## src/hdl/ddrc_pkg.sv

```systemverilog
// Constants and types shared by the half-rate controller front end
package ddrc_pkg;
    // Memory geometry
    localparam int MEM_ADDR_W = 13;
    localparam int BANK_W = 3;
    localparam int RANK_N = 2;
    localparam int NBANK = 16;
    localparam int BIDX_W = 4;
    localparam int CS_W = 4;
    // Local side: data four times the DQ width
    localparam int LDATA_W = 32;
    localparam int LBE_W = 4;
    localparam int LADDR_W = 25;
    localparam int COL_W = 8;
    localparam int RANK_BIT = 24;
    localparam int BANK_LSB = 21;
    localparam int ROW_LSB = 8;
    localparam int COL_LSB = 2;
    localparam int A10_AP = 10;
    localparam int A12_BL = 12;
    // Command entry layout
    localparam int E_WR = 25;
    localparam int E_LEN2 = 26;
    localparam int E_AP = 27;
    localparam int ENTRY_W = 28;
    // Queues
    localparam int CFIFO_DEPTH = 4;
    localparam int CPTR_W = 3;
    localparam int WFIFO_DEPTH = 8;
    localparam int WPTR_W = 4;
    localparam int WENTRY_W = 36;
    // Latency pipe and burst-chop wait
    localparam int LAT_W = 5;
    localparam int WPIPE_LEN = 32;
    localparam logic [1:0] GAP_CYC = 2'h2;
    // Phase pairs, bit 0 goes out first
    localparam logic [1:0] PH_ON = 2'h3;
    localparam logic [1:0] PH_OFF = 2'h0;
    localparam logic [1:0] PH_LEAD = 2'h2;
    // Chip select patterns
    localparam logic [3:0] CS_NONE = 4'hf;
    localparam logic [3:0] CS_ALL = 4'h0;
    localparam logic [3:0] CS_RANK0 = 4'hc;
    localparam logic [3:0] CS_RANK1 = 4'h3;
    // Commands as {ras_n, cas_n, we_n}
    localparam logic [2:0] CMD_NOP = 3'h7;
    localparam logic [2:0] CMD_ACT = 3'h3;
    localparam logic [2:0] CMD_RD = 3'h5;
    localparam logic [2:0] CMD_WR = 3'h4;
    localparam logic [2:0] CMD_PCH = 3'h2;
    localparam logic [2:0] CMD_REF = 3'h1;
    typedef enum logic [4:0] {
        S_IDLE = 5'h01,
        S_RD = 5'h02,
        S_TAIL = 5'h04,
        S_GAP = 5'h08,
        S_REF = 5'h10
    } ddrc_state_t;
endpackage

```

## src/hdl/ddrc_bank.sv

```systemverilog
// Open-row tracker, one entry per bank of every rank
`timescale 1ns/1ns
module ddrc_bank (
    // Clock, reset and enable
    input wire logic clk,
    input wire logic reset,
    input wire logic ce,
    // Lookup and update
    input wire logic [ddrc_pkg::BIDX_W-1:0] idx,
    input wire logic [ddrc_pkg::MEM_ADDR_W-1:0] row,
    input wire logic act,
    input wire logic close,
    input wire logic close_all,
    // State
    output logic is_open,
    output logic row_hit,
    output logic any_open
);
    typedef struct packed {
        logic [ddrc_pkg::NBANK-1:0] open;
        logic [ddrc_pkg::NBANK-1:0][ddrc_pkg::MEM_ADDR_W-1:0] row;
    } ddrc_bank_t;

    ddrc_bank_t r;
    ddrc_bank_t n;

    always_comb begin
        n = r;
        if (close_all) begin
            n.open = '0;
        end else begin
            if (act) begin
                n.open[idx] = 1'b1;
                n.row[idx] = row;
            end
            if (close) begin
                n.open[idx] = 1'b0;
            end
        end
    end

    always_ff @(posedge clk or posedge reset) begin
        if (reset) begin
            r <= '0;
        end else if (ce) begin
            r <= n;
        end
    end

    assign is_open = r.open[idx];
    assign row_hit = r.row[idx] == row;
    assign any_open = |r.open;
endmodule // ddrc_bank

```

## src/hdl/ddrc_ctrl.sv

```systemverilog
// Half-rate DDR3 controller front end with PHY handshake
// Function
// - Half-rate pins carry two phase bits
// - PHY times postamble from read-in-progress
// - PHY reports fixed read latency
// - Read valid has one bit per phase
// - PHY reports write latency to strobe
// - Write latency fixed after calibration
// - Phase bit zero goes out first
// - One memory access per local request
// - Size one chops to four, waits two
// - One open row per bank
// - Banks close on auto-precharge, row miss and refresh
// - Commands issue in acceptance order
// - Command queue holds four entries
// - Ready drops while command queue full, except for a memory-mapped second write beat
// - Native mode requests each write beat
// - Deeper write queue with beat count
// - Bank state drives precharge and activate
// - Read valid echoes read-in-progress delayed
// - Calibrate after reset, soft reset restarts
`timescale 1ns/1ns
module ddrc_ctrl (
    // Clock, reset and enable
    input wire logic clk,
    input wire logic reset,
    input wire logic ce,
    // Configuration
    input wire logic native_mode,
    input wire logic partial_wdv_off,
    // User requests
    input wire logic local_read_req,
    input wire logic local_write_req,
    input wire logic [ddrc_pkg::LADDR_W-1:0] local_addr,
    input wire logic [1:0] local_size,
    input wire logic local_autopch,
    input wire logic [ddrc_pkg::LDATA_W-1:0] local_wdata,
    input wire logic [ddrc_pkg::LBE_W-1:0] local_be,
    output logic local_ready,
    output logic local_wdata_req,
    output logic [ddrc_pkg::LDATA_W-1:0] local_rdata,
    output logic local_rdata_valid,
    output logic local_rd_busy,
    // Refresh
    input wire logic refresh_req,
    output logic refresh_ack,
    // Calibration
    input wire logic cal_success,
    input wire logic cal_fail,
    input wire logic cal_restart,
    input wire logic [ddrc_pkg::LAT_W-1:0] wlat,
    output logic soft_reset_n,
    // Command to PHY
    output logic [ddrc_pkg::CS_W-1:0] phy_cs_n,
    output logic [1:0] phy_ras_n,
    output logic [1:0] phy_cas_n,
    output logic [1:0] phy_we_n,
    output logic [2*ddrc_pkg::BANK_W-1:0] phy_ba,
    output logic [2*ddrc_pkg::MEM_ADDR_W-1:0] phy_addr,
    // Data handshake with PHY
    output logic [1:0] phy_doing_rd,
    output logic [1:0] phy_dqs_burst,
    output logic [1:0] phy_wdata_valid,
    output logic [ddrc_pkg::LDATA_W-1:0] phy_wdata,
    output logic [ddrc_pkg::LBE_W-1:0] phy_dm,
    input wire logic [ddrc_pkg::LDATA_W-1:0] phy_rdata,
    input wire logic [1:0] phy_rdata_valid
);
    typedef struct packed {
        ddrc_pkg::ddrc_state_t st;
        logic [1:0] gap;
        logic cur_wr;
        logic [ddrc_pkg::CFIFO_DEPTH-1:0][ddrc_pkg::ENTRY_W-1:0] cmem;
        logic [ddrc_pkg::CPTR_W-1:0] cwp;
        logic [ddrc_pkg::CPTR_W-1:0] crp;
        logic [ddrc_pkg::WFIFO_DEPTH-1:0][ddrc_pkg::WENTRY_W-1:0] wmem;
        logic [ddrc_pkg::WPTR_W-1:0] wwp;
        logic [ddrc_pkg::WPTR_W-1:0] wrp;
        logic [ddrc_pkg::WPTR_W-1:0] claimed;
        logic [ddrc_pkg::WPTR_W-1:0] owed;
        logic reqd;
        logic mm_more;
        logic [ddrc_pkg::WPIPE_LEN-1:0] wpipe;
        logic [ddrc_pkg::WPIPE_LEN-1:0] lpipe;
        logic [1:0] wleft;
        logic [ddrc_pkg::WPTR_W-1:0] rd_words;
        logic [ddrc_pkg::CS_W-1:0] cs_n;
        logic [1:0] ras_n;
        logic [1:0] cas_n;
        logic [1:0] we_n;
        logic [2*ddrc_pkg::BANK_W-1:0] ba;
        logic [2*ddrc_pkg::MEM_ADDR_W-1:0] addr;
        logic [1:0] doing_rd;
        logic [1:0] dqs;
        logic [1:0] wdv;
        logic [ddrc_pkg::LDATA_W-1:0] wdata;
        logic [ddrc_pkg::LBE_W-1:0] dm;
        logic [ddrc_pkg::LDATA_W-1:0] rdata;
        logic rvalid;
        logic ref_ack;
        logic soft_reset_n;
    } ddrc_ctrl_t;

    ddrc_ctrl_t r;
    ddrc_ctrl_t n;

    logic [ddrc_pkg::CPTR_W-1:0] ccount;
    logic cfull;
    logic cvalid;
    logic [ddrc_pkg::ENTRY_W-1:0] head;
    logic [ddrc_pkg::WPTR_W-1:0] wcount;
    logic [ddrc_pkg::WPTR_W-1:0] wavail;
    logic [ddrc_pkg::WPTR_W-1:0] need;
    logic wfull;
    logic mm_beat;
    logic new_req;
    logic accept;
    logic wpush;
    logic wact;
    logic tap;
    logic tlen2;
    logic cal_ok;
    logic [ddrc_pkg::BIDX_W-1:0] bidx;
    logic [ddrc_pkg::MEM_ADDR_W-1:0] hrow;
    logic is_open;
    logic row_hit;
    logic any_open;
    logic act_bank;
    logic close_bank;
    logic close_all;
    logic issue_wr;
    logic issue_rd;
    logic pop;
    logic [ddrc_pkg::WENTRY_W-1:0] whead;

    // Queue status; one entry pops per issued access, so order holds
    assign ccount = ddrc_pkg::CPTR_W'(r.cwp - r.crp);
    assign cfull = ccount == ddrc_pkg::CPTR_W'(ddrc_pkg::CFIFO_DEPTH);
    assign cvalid = ccount != '0;
    assign head = r.cmem[r.crp[1:0]];
    assign wcount = ddrc_pkg::WPTR_W'(r.wwp - r.wrp);
    assign wfull = wcount == ddrc_pkg::WPTR_W'(ddrc_pkg::WFIFO_DEPTH);
    assign wavail = ddrc_pkg::WPTR_W'(wcount - r.claimed);
    assign need = head[ddrc_pkg::E_LEN2] ? 4'h2 : 4'h1;
    assign whead = r.wmem[r.wrp[2:0]];
    assign cal_ok = cal_success && !cal_fail;
    assign bidx = {head[ddrc_pkg::RANK_BIT], head[ddrc_pkg::BANK_LSB +: ddrc_pkg::BANK_W]};
    assign hrow = head[ddrc_pkg::ROW_LSB +: ddrc_pkg::MEM_ADDR_W];

    // A memory-mapped write of size two brings its second beat later
    assign mm_beat = !native_mode && r.mm_more && local_write_req;
    assign new_req = (local_read_req || local_write_req) && !mm_beat;
    assign accept = new_req && local_ready;

    always_comb begin
        if (mm_beat) begin
            local_ready = !wfull;
        end else begin
            local_ready = !cfull && (native_mode || !local_write_req || !wfull);
        end
    end

    // Count in-flight requests so the queue cannot overrun
    assign local_wdata_req = r.owed != '0
        && ddrc_pkg::WPTR_W'(wcount + {3'h0, r.reqd}) < ddrc_pkg::WPTR_W'(ddrc_pkg::WFIFO_DEPTH);
    assign wpush = native_mode ? r.reqd : (local_ready && local_write_req);

    // Strobe start taps the issue history at the advertised write latency
    assign tap = wlat != '0 && r.wpipe[ddrc_pkg::LAT_W'(wlat - 5'h1)];
    assign tlen2 = wlat != '0 && r.lpipe[ddrc_pkg::LAT_W'(wlat - 5'h1)];
    assign wact = r.wleft != 2'h0;

    ddrc_bank u_bank (
        .clk(clk),
        .reset(reset),
        .ce(ce),
        .idx(bidx),
        .row(hrow),
        .act(act_bank),
        .close(close_bank),
        .close_all(close_all),
        .is_open(is_open),
        .row_hit(row_hit),
        .any_open(any_open)
    );

    always_comb begin
        logic [2:0] cmd;
        logic [ddrc_pkg::MEM_ADDR_W-1:0] a;
        logic [ddrc_pkg::BANK_W-1:0] b;
        logic [ddrc_pkg::CS_W-1:0] cs;
        cmd = ddrc_pkg::CMD_NOP;
        a = r.addr[ddrc_pkg::MEM_ADDR_W-1:0];
        b = head[ddrc_pkg::BANK_LSB +: ddrc_pkg::BANK_W];
        cs = ddrc_pkg::CS_NONE;
        n = r;
        act_bank = 1'b0;
        close_bank = 1'b0;
        close_all = 1'b0;
        issue_wr = 1'b0;
        issue_rd = 1'b0;
        pop = 1'b0;
        n.doing_rd = ddrc_pkg::PH_OFF;
        n.ref_ack = 1'b0;
        unique case (r.st)
            ddrc_pkg::S_IDLE: begin
                if (!cal_ok) begin
                    cmd = ddrc_pkg::CMD_NOP;
                end else if (refresh_req) begin
                    cmd = ddrc_pkg::CMD_PCH;
                    a = '0;
                    a[ddrc_pkg::A10_AP] = 1'b1;
                    cs = ddrc_pkg::CS_ALL;
                    close_all = 1'b1;
                    n.st = ddrc_pkg::S_REF;
                end else if (cvalid) begin
                    if (!is_open) begin
                        cmd = ddrc_pkg::CMD_ACT;
                        a = hrow;
                        act_bank = 1'b1;
                    end else if (!row_hit) begin
                        cmd = ddrc_pkg::CMD_PCH;
                        a[ddrc_pkg::A10_AP] = 1'b0;
                        close_bank = 1'b1;
                    end else if (!head[ddrc_pkg::E_WR]) begin
                        n.doing_rd = ddrc_pkg::PH_ON;
                        n.st = ddrc_pkg::S_RD;
                    end else if (wavail >= need) begin
                        cmd = ddrc_pkg::CMD_WR;
                        issue_wr = 1'b1;
                    end
                    if (cmd != ddrc_pkg::CMD_PCH) begin
                        cs = head[ddrc_pkg::RANK_BIT] ? ddrc_pkg::CS_RANK1 : ddrc_pkg::CS_RANK0;
                    end else begin
                        cs = head[ddrc_pkg::RANK_BIT] ? ddrc_pkg::CS_RANK1 : ddrc_pkg::CS_RANK0;
                    end
                    if (cmd == ddrc_pkg::CMD_NOP) begin
                        cs = ddrc_pkg::CS_NONE;
                    end
                end
            end
            ddrc_pkg::S_RD: begin
                cmd = ddrc_pkg::CMD_RD;
                cs = head[ddrc_pkg::RANK_BIT] ? ddrc_pkg::CS_RANK1 : ddrc_pkg::CS_RANK0;
                n.doing_rd = ddrc_pkg::PH_ON;
                issue_rd = 1'b1;
            end
            ddrc_pkg::S_TAIL: begin
                // Second controller clock of an eight-beat burst
                n.doing_rd = r.cur_wr ? ddrc_pkg::PH_OFF : ddrc_pkg::PH_ON;
                n.st = ddrc_pkg::S_IDLE;
            end
            ddrc_pkg::S_GAP: begin
                n.gap = r.gap - 2'h1;
                if (r.gap == 2'h1) begin
                    n.st = ddrc_pkg::S_IDLE;
                end
            end
            ddrc_pkg::S_REF: begin
                cmd = ddrc_pkg::CMD_REF;
                cs = ddrc_pkg::CS_ALL;
                n.ref_ack = 1'b1;
                n.st = ddrc_pkg::S_IDLE;
            end
            default: begin
                n.st = ddrc_pkg::S_IDLE;
            end
        endcase

        // Read or write column phase
        if (issue_rd || issue_wr) begin
            a = '0;
            a[ddrc_pkg::COL_LSB +: ddrc_pkg::COL_W] = head[ddrc_pkg::COL_W-1:0];
            a[ddrc_pkg::A10_AP] = head[ddrc_pkg::E_AP];
            a[ddrc_pkg::A12_BL] = head[ddrc_pkg::E_LEN2];
            close_bank = head[ddrc_pkg::E_AP];
            pop = 1'b1;
            n.cur_wr = issue_wr;
            n.gap = ddrc_pkg::GAP_CYC;
            n.st = head[ddrc_pkg::E_LEN2] ? ddrc_pkg::S_TAIL : ddrc_pkg::S_GAP;
        end

        // Both phase bits identical on every pin
        n.cs_n = cs;
        n.ras_n = {2{cmd[2]}};
        n.cas_n = {2{cmd[1]}};
        n.we_n = {2{cmd[0]}};
        n.ba = {b, b};
        n.addr = {a, a};

        // Command queue
        if (accept) begin
            n.cmem[r.cwp[1:0]] = {local_autopch, local_size[1], local_write_req, local_addr};
            n.cwp = r.cwp + 3'h1;
        end
        if (pop) begin
            n.crp = r.crp + 3'h1;
        end

        // Write beat sourcing
        if (!native_mode) begin
            if (accept && local_write_req) begin
                n.mm_more = local_size[1];
            end else if (mm_beat && local_ready) begin
                n.mm_more = 1'b0;
            end
        end
        n.owed = ddrc_pkg::WPTR_W'(r.owed
            + ((native_mode && accept && local_write_req) ? {2'h0, local_size} : 4'h0)
            - {3'h0, local_wdata_req});
        n.reqd = local_wdata_req;
        if (wpush) begin
            n.wmem[r.wwp[2:0]] = {~local_be, local_wdata};
            n.wwp = r.wwp + 4'h1;
        end

        // Write data to PHY, strobe leads write-valid by one phase
        n.wpipe = {r.wpipe[ddrc_pkg::WPIPE_LEN-2:0], issue_wr};
        n.lpipe = {r.lpipe[ddrc_pkg::WPIPE_LEN-2:0], issue_wr && head[ddrc_pkg::E_LEN2]};
        n.wleft = 2'((wact ? r.wleft - 2'h1 : 2'h0) + (tap ? (tlen2 ? 2'h2 : 2'h1) : 2'h0));
        n.dqs = wact ? ddrc_pkg::PH_ON : (tap ? ddrc_pkg::PH_LEAD : ddrc_pkg::PH_OFF);
        n.wdv = ddrc_pkg::PH_OFF;
        if (wact) begin
            n.wdata = whead[ddrc_pkg::LDATA_W-1:0];
            n.dm = whead[ddrc_pkg::WENTRY_W-1 -: ddrc_pkg::LBE_W];
            n.wdv[1] = !(partial_wdv_off && &whead[ddrc_pkg::WENTRY_W-1 -: 2]);
            n.wdv[0] = !(partial_wdv_off && &whead[ddrc_pkg::LDATA_W +: 2]);
            n.wrp = r.wrp + 4'h1;
        end
        n.claimed = ddrc_pkg::WPTR_W'(r.claimed + (issue_wr ? need : 4'h0) - {3'h0, wact});

        // Read return, taken on the PHY's per-phase valid flags
        n.rvalid = phy_rdata_valid == ddrc_pkg::PH_ON;
        n.rdata = phy_rdata;
        n.rd_words = ddrc_pkg::WPTR_W'(r.rd_words + (issue_rd ? need : 4'h0)
            - {3'h0, r.rvalid && r.rd_words != '0});
        n.soft_reset_n = !cal_restart;
    end

    always_ff @(posedge clk or posedge reset) begin
        if (reset) begin
            r <= '0;
            r.st <= ddrc_pkg::S_IDLE;
            r.cs_n <= ddrc_pkg::CS_NONE;
            r.ras_n <= 2'h3;
            r.cas_n <= 2'h3;
            r.we_n <= 2'h3;
            r.soft_reset_n <= 1'b1;
        end else if (ce) begin
            r <= n;
        end
    end

    assign local_rdata = r.rdata;
    assign local_rdata_valid = r.rvalid;
    assign local_rd_busy = r.rd_words != '0;
    assign refresh_ack = r.ref_ack;
    assign soft_reset_n = r.soft_reset_n;
    assign phy_cs_n = r.cs_n;
    assign phy_ras_n = r.ras_n;
    assign phy_cas_n = r.cas_n;
    assign phy_we_n = r.we_n;
    assign phy_ba = r.ba;
    assign phy_addr = r.addr;
    assign phy_doing_rd = r.doing_rd;
    assign phy_dqs_burst = r.dqs;
    assign phy_wdata_valid = r.wdv;
    assign phy_wdata = r.wdata;
    assign phy_dm = r.dm;

    logic rw_out;
    logic rd_out;
    logic ref_out;
    assign rw_out = r.cs_n != ddrc_pkg::CS_NONE && r.ras_n == 2'h3 && r.cas_n == 2'h0;
    assign rd_out = rw_out && r.we_n == 2'h3;
    assign ref_out = r.cs_n != ddrc_pkg::CS_NONE && r.ras_n == 2'h0 && r.cas_n == 2'h0
        && r.we_n == 2'h3;
endmodule // ddrc_ctrl

```

## config.mk

```make
export PLATFORM = sky130hd
export DESIGN_NAME = ddrc_ctrl
export DESIGN_NICKNAME = d
export VERILOG_FILES = /design/src/hdl/ddrc_pkg.sv /design/src/hdl/ddrc_bank.sv /design/src/hdl/ddrc_ctrl.sv
export SDC_FILE = /design/constraint.sdc
export NUM_CORES = 2
export LEC_CHECK = 0
export ABC_AREA = 1
export BUFFER_PORTS_ARGS = -buffer_cell sky130_fd_sc_hd__buf_2
export CAP_MARGIN = 20
export CORE_UTILIZATION = 51
export CTS_CLUSTER_SIZE = 20
export DETAILED_ROUTE_END_ITERATION = 16
export PLACE_DENSITY = 0.79
export RECOVER_POWER = 50
export SLEW_MARGIN = 40
export SYNTH_ARGS = -nofsm -noshare
export SYNTH_HDL_FRONTEND = slang
export SYNTH_SLANG_ARGS = --single-unit
```

## constraint.sdc

```tcl
create_clock -name clk -period 34.4 [get_ports clk]
set_input_delay 1.72 -clock clk [delete_from_list [all_inputs] [get_ports clk]]
set_output_delay 1.72 -clock clk [all_outputs]
set_load 0.01 [all_outputs]
```

# == After elaboration in Yosys (flattened, before gate mapping) ==
# Cells that the tools add are included.
# op_classes
add_sub_neg,18
n_mul,0
n_div,0
order_cmp,11
eq_ne,18
shifts,0
muxes,113
n_bitwise,6
n_reduce_logical,53
# ops
operator,count
two-way mux 224 bit,2
bitwise mux 288 bit,1
bitwise mux 208 bit,1
bitwise mux 112 bit,1
binary-select mux 36 bit (select 3 bit),1
demux 36 bit (select 3 bit),1
two-way mux 13 bit,7
two-way mux 36 bit,2
binary-select mux 28 bit (select 2 bit),1
demux 28 bit (select 2 bit),1
two-way mux 28 bit,2
binary-select mux 13 bit (select 4 bit),1
demux 13 bit (select 4 bit),1
two-way mux 2 bit,20
two-way mux 38 bit,1
two-way mux 1 bit,36
two-way mux 5 bit,7
two-way mux 16 bit,2
two-way mux 3 bit,9
two-way mux 4 bit,6
logical AND 1 bit,21
AND 16 bit,1
"inequality test 4 bit, second input constant",4
NOT 16 bit,1
other kinds (52),89
# word_totals
regBits,842
latchBits,0
ramBits,0
romBits,0
inputBits,114
output_inout_bits,122
memories,0

# == Longest topological paths before layout ==
# logic_depth
word_depth,18
mapped_depth,31

# == Modules after synthesis ==
# A second synthesis with hierarchy kept.
# unflattened
hier_cells,4824
hier_area_um2,38757.2
# modules_own_cells
mod,n_inst,cells_per_inst,area_each_um2,seq_area_each_um2
ddrc_ctrl,1,3365,28015.6,14998.1
ddrc_bank,1,1459,10741.6,5605.4

# == Least setup slack after synthesis ==
# Ideal clock, no wire load.
# synth_path
kind,reg-to-reg
startpoint,register r[200] (netlist bit)
endpoint,register r[198] (netlist bit)
setup_ps,125
arrival_ps,4184
required_ps,34275
path_slack_ps,30091
stages_incl_launch_ff,25
synth_period_minus_slack_ps,4309
cell_sequence,dfrtp_1 inv_1 clkbuf_1 clkbuf_1 fa_1 ha_1 a21oi_1 o21ba_2 or2_2 nand4_1 nand2_1 nor2_1 nand4_4 inv_1 nand2_1 ha_1 inv_1 ha_1 nand2_1 nor2_1 a211oi_1 nand2_1 nand2_1 nor2_1 xor2_1
# synth_via
elab_chain_len,14
# synth_lines
element,line,source
start: declaration,ddrc_ctrl.sv:104,ddrc_ctrl_t r;
start signal: assignment,ddrc_ctrl.sv:350,r <= n;
subtractor 4 bit,ddrc_ctrl.sv:141,assign wcount = ddrc_pkg::WPTR_W'(r.wwp - r.wrp);
subtractor 4 bit,ddrc_ctrl.sv:143,assign wavail = ddrc_pkg::WPTR_W'(wcount - r.claimed);
greater-or-equal comparator 4 x 2 -> 1 bit,ddrc_ctrl.sv:228,end else if (wavail >= need) begin
two-way mux 1 bit,ddrc_ctrl.sv:228,
two-way mux 1 bit,ddrc_ctrl.sv:225,end else if (!head[ddrc_pkg::E_WR]) begin
two-way mux 1 bit,ddrc_ctrl.sv:221,end else if (!row_hit) begin
two-way mux 1 bit,ddrc_ctrl.sv:217,if (!is_open) begin
two-way mux 1 bit,ddrc_ctrl.sv:216,end else if (cvalid) begin
two-way mux 1 bit,ddrc_ctrl.sv:209,end else if (refresh_req) begin
two-way mux 1 bit,ddrc_ctrl.sv:207,if (!cal_ok) begin
two-way mux 1 bit,ddrc_ctrl.sv:205,unique case (r.st)
two-way mux 2 bit,ddrc_ctrl.sv:330,"n.claimed = ddrc_pkg::WPTR_W'(r.claimed + (issue_wr ? need : 4'h0) - {3'h0, wact});"
adder 4 x 2 -> 4 bit,ddrc_ctrl.sv:330,
subtractor 4 x 1 -> 4 bit,ddrc_ctrl.sv:330,
# No other way between the ends.
# A chain may end at the register's enable or synchronous reset.

==> summary.md <==
| Metric | Value |
|---|---|
| Placer Congestion | 0.955 |
| Initial antenna violation count | 13 |
| GRT Util Overall | 26.0% |
| Setup TNS | 0 ps |
| DIE AREA | 78200 µm² |
| Yosys top cell by area | dfrtp_1 |
| Global-route wire length before repair | 164 mm |
| Synth Flop Type | dfrtp_1 |
| Synthesized area | 39300 µm² |
| Drt total wl | 102 mm |
| Io pins | 236 |
| H-tree depth | 3 |
| Flop pwr share | 34.0% |
| Hold depth | 2 |
| Switch share | 42.9% |
| Flop and latch count out of synthesis | 823 |
| Combinational power share | 43.5% |
| Tightest Pin Transition | 5440 ps |
| P_leak | 20.8 nW |
| Crit path capture type | async pin |
| Most used routing layer | met2 |
| Worst skew pair latency | 690 ps |
| Vias per cell | 5.53 |
| Required @ worst endpoint | 34030 ps |
| Row count | 101 |
| Final hold vios | 0 |
| Number of synthesized flops with an enable pin | 0 |
| CP startpoint kind | input port |
| Synth Instances | 4823 |
| CP dominant cell by count | clkbuf_1 |
| Part of the cycle the worst path needs | 35.3% |
| Crit Path Category | in2async |
| Chip Height | 280 µm |
| Worst slew margin | -265% |
| Vias in the first global route | 30900 |
| Area delta synth->final | 9.62% |
| Final hold slack | 468 ps |
| M1 GR Usage | 35.2% |
| Post-CTS resize count | 0 |
| Clk pwr share | 22.5% |
| Fraction of registers with async set/reset | 100% |
| Syn. warnings | 0 |
| Synth cell types | 45 |
| Non-Filler Instances | 5903 |
| Post-synth top cells | 1590 x nand2_1, 828 x o21ai_0, 816 x dfrtp_1 |
| Switching pwr | 1.85 mW |
| Synth top area share | 51.9% |
| Syn nets | 4979 |
| Final instance area | 43100 µm² |
| Worst-path clk slew | 60 ps |
| Vias | 32600 |
| Dpl cell area | 40400 µm² |
| Worst path top cell family by delay | buffers and inverters |
| First drt pass iteration count | 7 |
| Hold Path Class | reg2reg |
| Post-DP HPWL | 60.1 mm |
| Fraction of layout instances using a drive strength above 1 | 8.29% |
| FMAX | 82.3 MHz |
| Grt ovf | 0 |
| FILL cells | 6849 |
| Endpoints failing setup | 0 |
| Int Pwr | 2.46 mW |
| Final min period | 12150 ps |
| Initial Util | 51.7% |
| Antenna Nets Post-Route | 0 |
| WP buf/inv | 4 |
| Placed Cells incl. Taps | 5742 |
| CP max FO | 124 |
| Final Power | 4.31 mW |
| Critical-path cell list | clkbuf_1 > clkinvlp_2 > clkbuf_1 > clkbuf_1 |
| Syn_area_per_cell | 8.15 µm² |
| CP max stage cell | clkbuf_1 |
| Clock sink total | 823 |
| Worst VDD drop | 0.0000645 V |
| RSZ-0062 raised after global routing | false |
| Worst Reg-to-Reg Cells | 28 |
| Status | complete, but fails checks |
| Clk buf depth | 3 |
| Cell area power density | 99.9 nW/µm² |
| Largest net degree at the start of global routing | 158 |
| CTS Buf Count | 86 |
| DRC viols | 0 |
| Met3 usage | 4.27% |
| Slowest stage delay, CP | 3460 ps |
| Core area | 76100 µm² |
| Failing checks | max-capacitance violations, max-slew violations |
| Top cells by area, synth | dfrtp_1 52%, nand2_1 15%, o21ai_0 11% |
| Die Wd | 280 µm |
| Initial drt markers | 3491 |
| Cell depth of the worst setup path | 4 |
| Max_cap viols | 14 |
| Nets | 4958 |
| Most common cell in the netlist | nand2_1 |
| Post-CTS setup buffer count | 0 |
| CTS Root Cell | clkbuf_16 |
| GR Util met2 | 41.8% |
| Fin util | 56.7% |
| CTS tree | built |
| Setup Skew | 51.5 ps |
| Number of hold buffers added after CTS | 0 |
| Pins over their slew limit | 1018 |
| I/O Buffers | 235 |
| Pre-CTS setup slack | 28120 ps |
| Setup WS post-layout | 22250 ps |
| Critical path arrival | 11790 ps |
| DR WL/cell | 17.2 µm |
| Post-synthesis sequential area ratio | 52.4% |
==> state kept, by name, indices dropped and copies added, names as in the netlist, 2 cells and up <==
signal	cells
phy_wdata_valid	2
n	62
phy_wdata	32
phy_addr	13
r	440
local_rdata	32
phy_dm	4
u_bank.r	224
phy_cs_n	2
phy_ba	3
phy_dqs_burst	2
==> worst register-to-register path, delay by kind of cell, from the launching register on <==
| family | cells | cell delay, ps |
|---|---|---|
| AOI/OAI and AO/OA | 2 | 410 |
| xor gates and xnor gates | 1 | 140 |
| adders and majority gates | 2 | 580 |
| buffers and inverters | 6 | 2470 |
| DFF | 1 | 580 |
| and+or+nand+nor | 17 | 2350 |
==> cells by family after synthesis <==
kind of cell	count (synthesis)	synth area share, %
adders and majority gates	42	1.43
xor gates and xnor gates	28	0.624
AOI/OAI and AO/OA	1056	14.4
DFF	823	52.4
and+or+nand+nor	2086	21.4
muxes	48	1.37
buffers and inverters	740	8.42
==> cell type report <==
| type | instances | area [µm²] | area share (%) |
|---|---|---|---|
| clock buffer | 116 | 2370 | 5.51 |
| timing repair buffer | 292 | 1450 | 3.37 |
| antenna | 10 | 25.0 | 0.0580 |
| sequential | 823 | 20600 | 47.8 |
| tap | 1030 | 1290 | 2.99 |
| multi-input combinational | 3260 | 15500 | 36.0 |
| inverter | 339 | 1280 | 2.97 |
| clock inverter | 33 | 578 | 1.34 |
==> layer usage <==
metal | up-vias | part of all wire, %
met4 | 6 | 2.7
met2 | 1313 | 47
li1 | 15400 | -
met1 | 15700 | 43
met3 | 202 | 7.6
met5 | - | 0.040
==> power groups by stage <==
stage	registers [mW]	clock network [mW]	logic, mW
global route	1.50	1.02	2.11
finish	1.47	0.969	1.87
detailed placement	1.47	0	1.84
CTS	1.46	0.985	1.86
global placement	1.46	0	1.79
floorplan	1.42	0	1.42
==> cell usage in the layout (no fill, tap or decap), types with 14 or more instances in the layout <==
master     count
dfrtp_1      813
nand2_2       21
ha_1          37
mux2_2        48
nand3b_1      68
clkbuf_16     86
nand2_1     1584
buf_4         41
o21ai_0      828
a21oi_1       71
buf_2        119
inv_1        325
nand3_1      106
o22ai_1       21
o221ai_1      58
clkbuf_1     146
xor2_1        19
nor2_1       258
a32oi_1       14
clkinv_2      15
nand4_1       18
o21ai_1       38
==> path summary, 6_finish.rpt <==
path | startpoint | to | slack [ps]
max | reset | local_rdata[26] | 22250
min | local_rdata[0] | local_rdata[0] | 470
max reg2reg | r[496] | r[198] | 27720
min reg2reg | local_rdata[0] | local_rdata[0] | 470
max in group clk | ce | phy_dm[1] | 24940
min in group asynchronous | reset | r[558] | 2770
(Power assumes the default switching activity.)
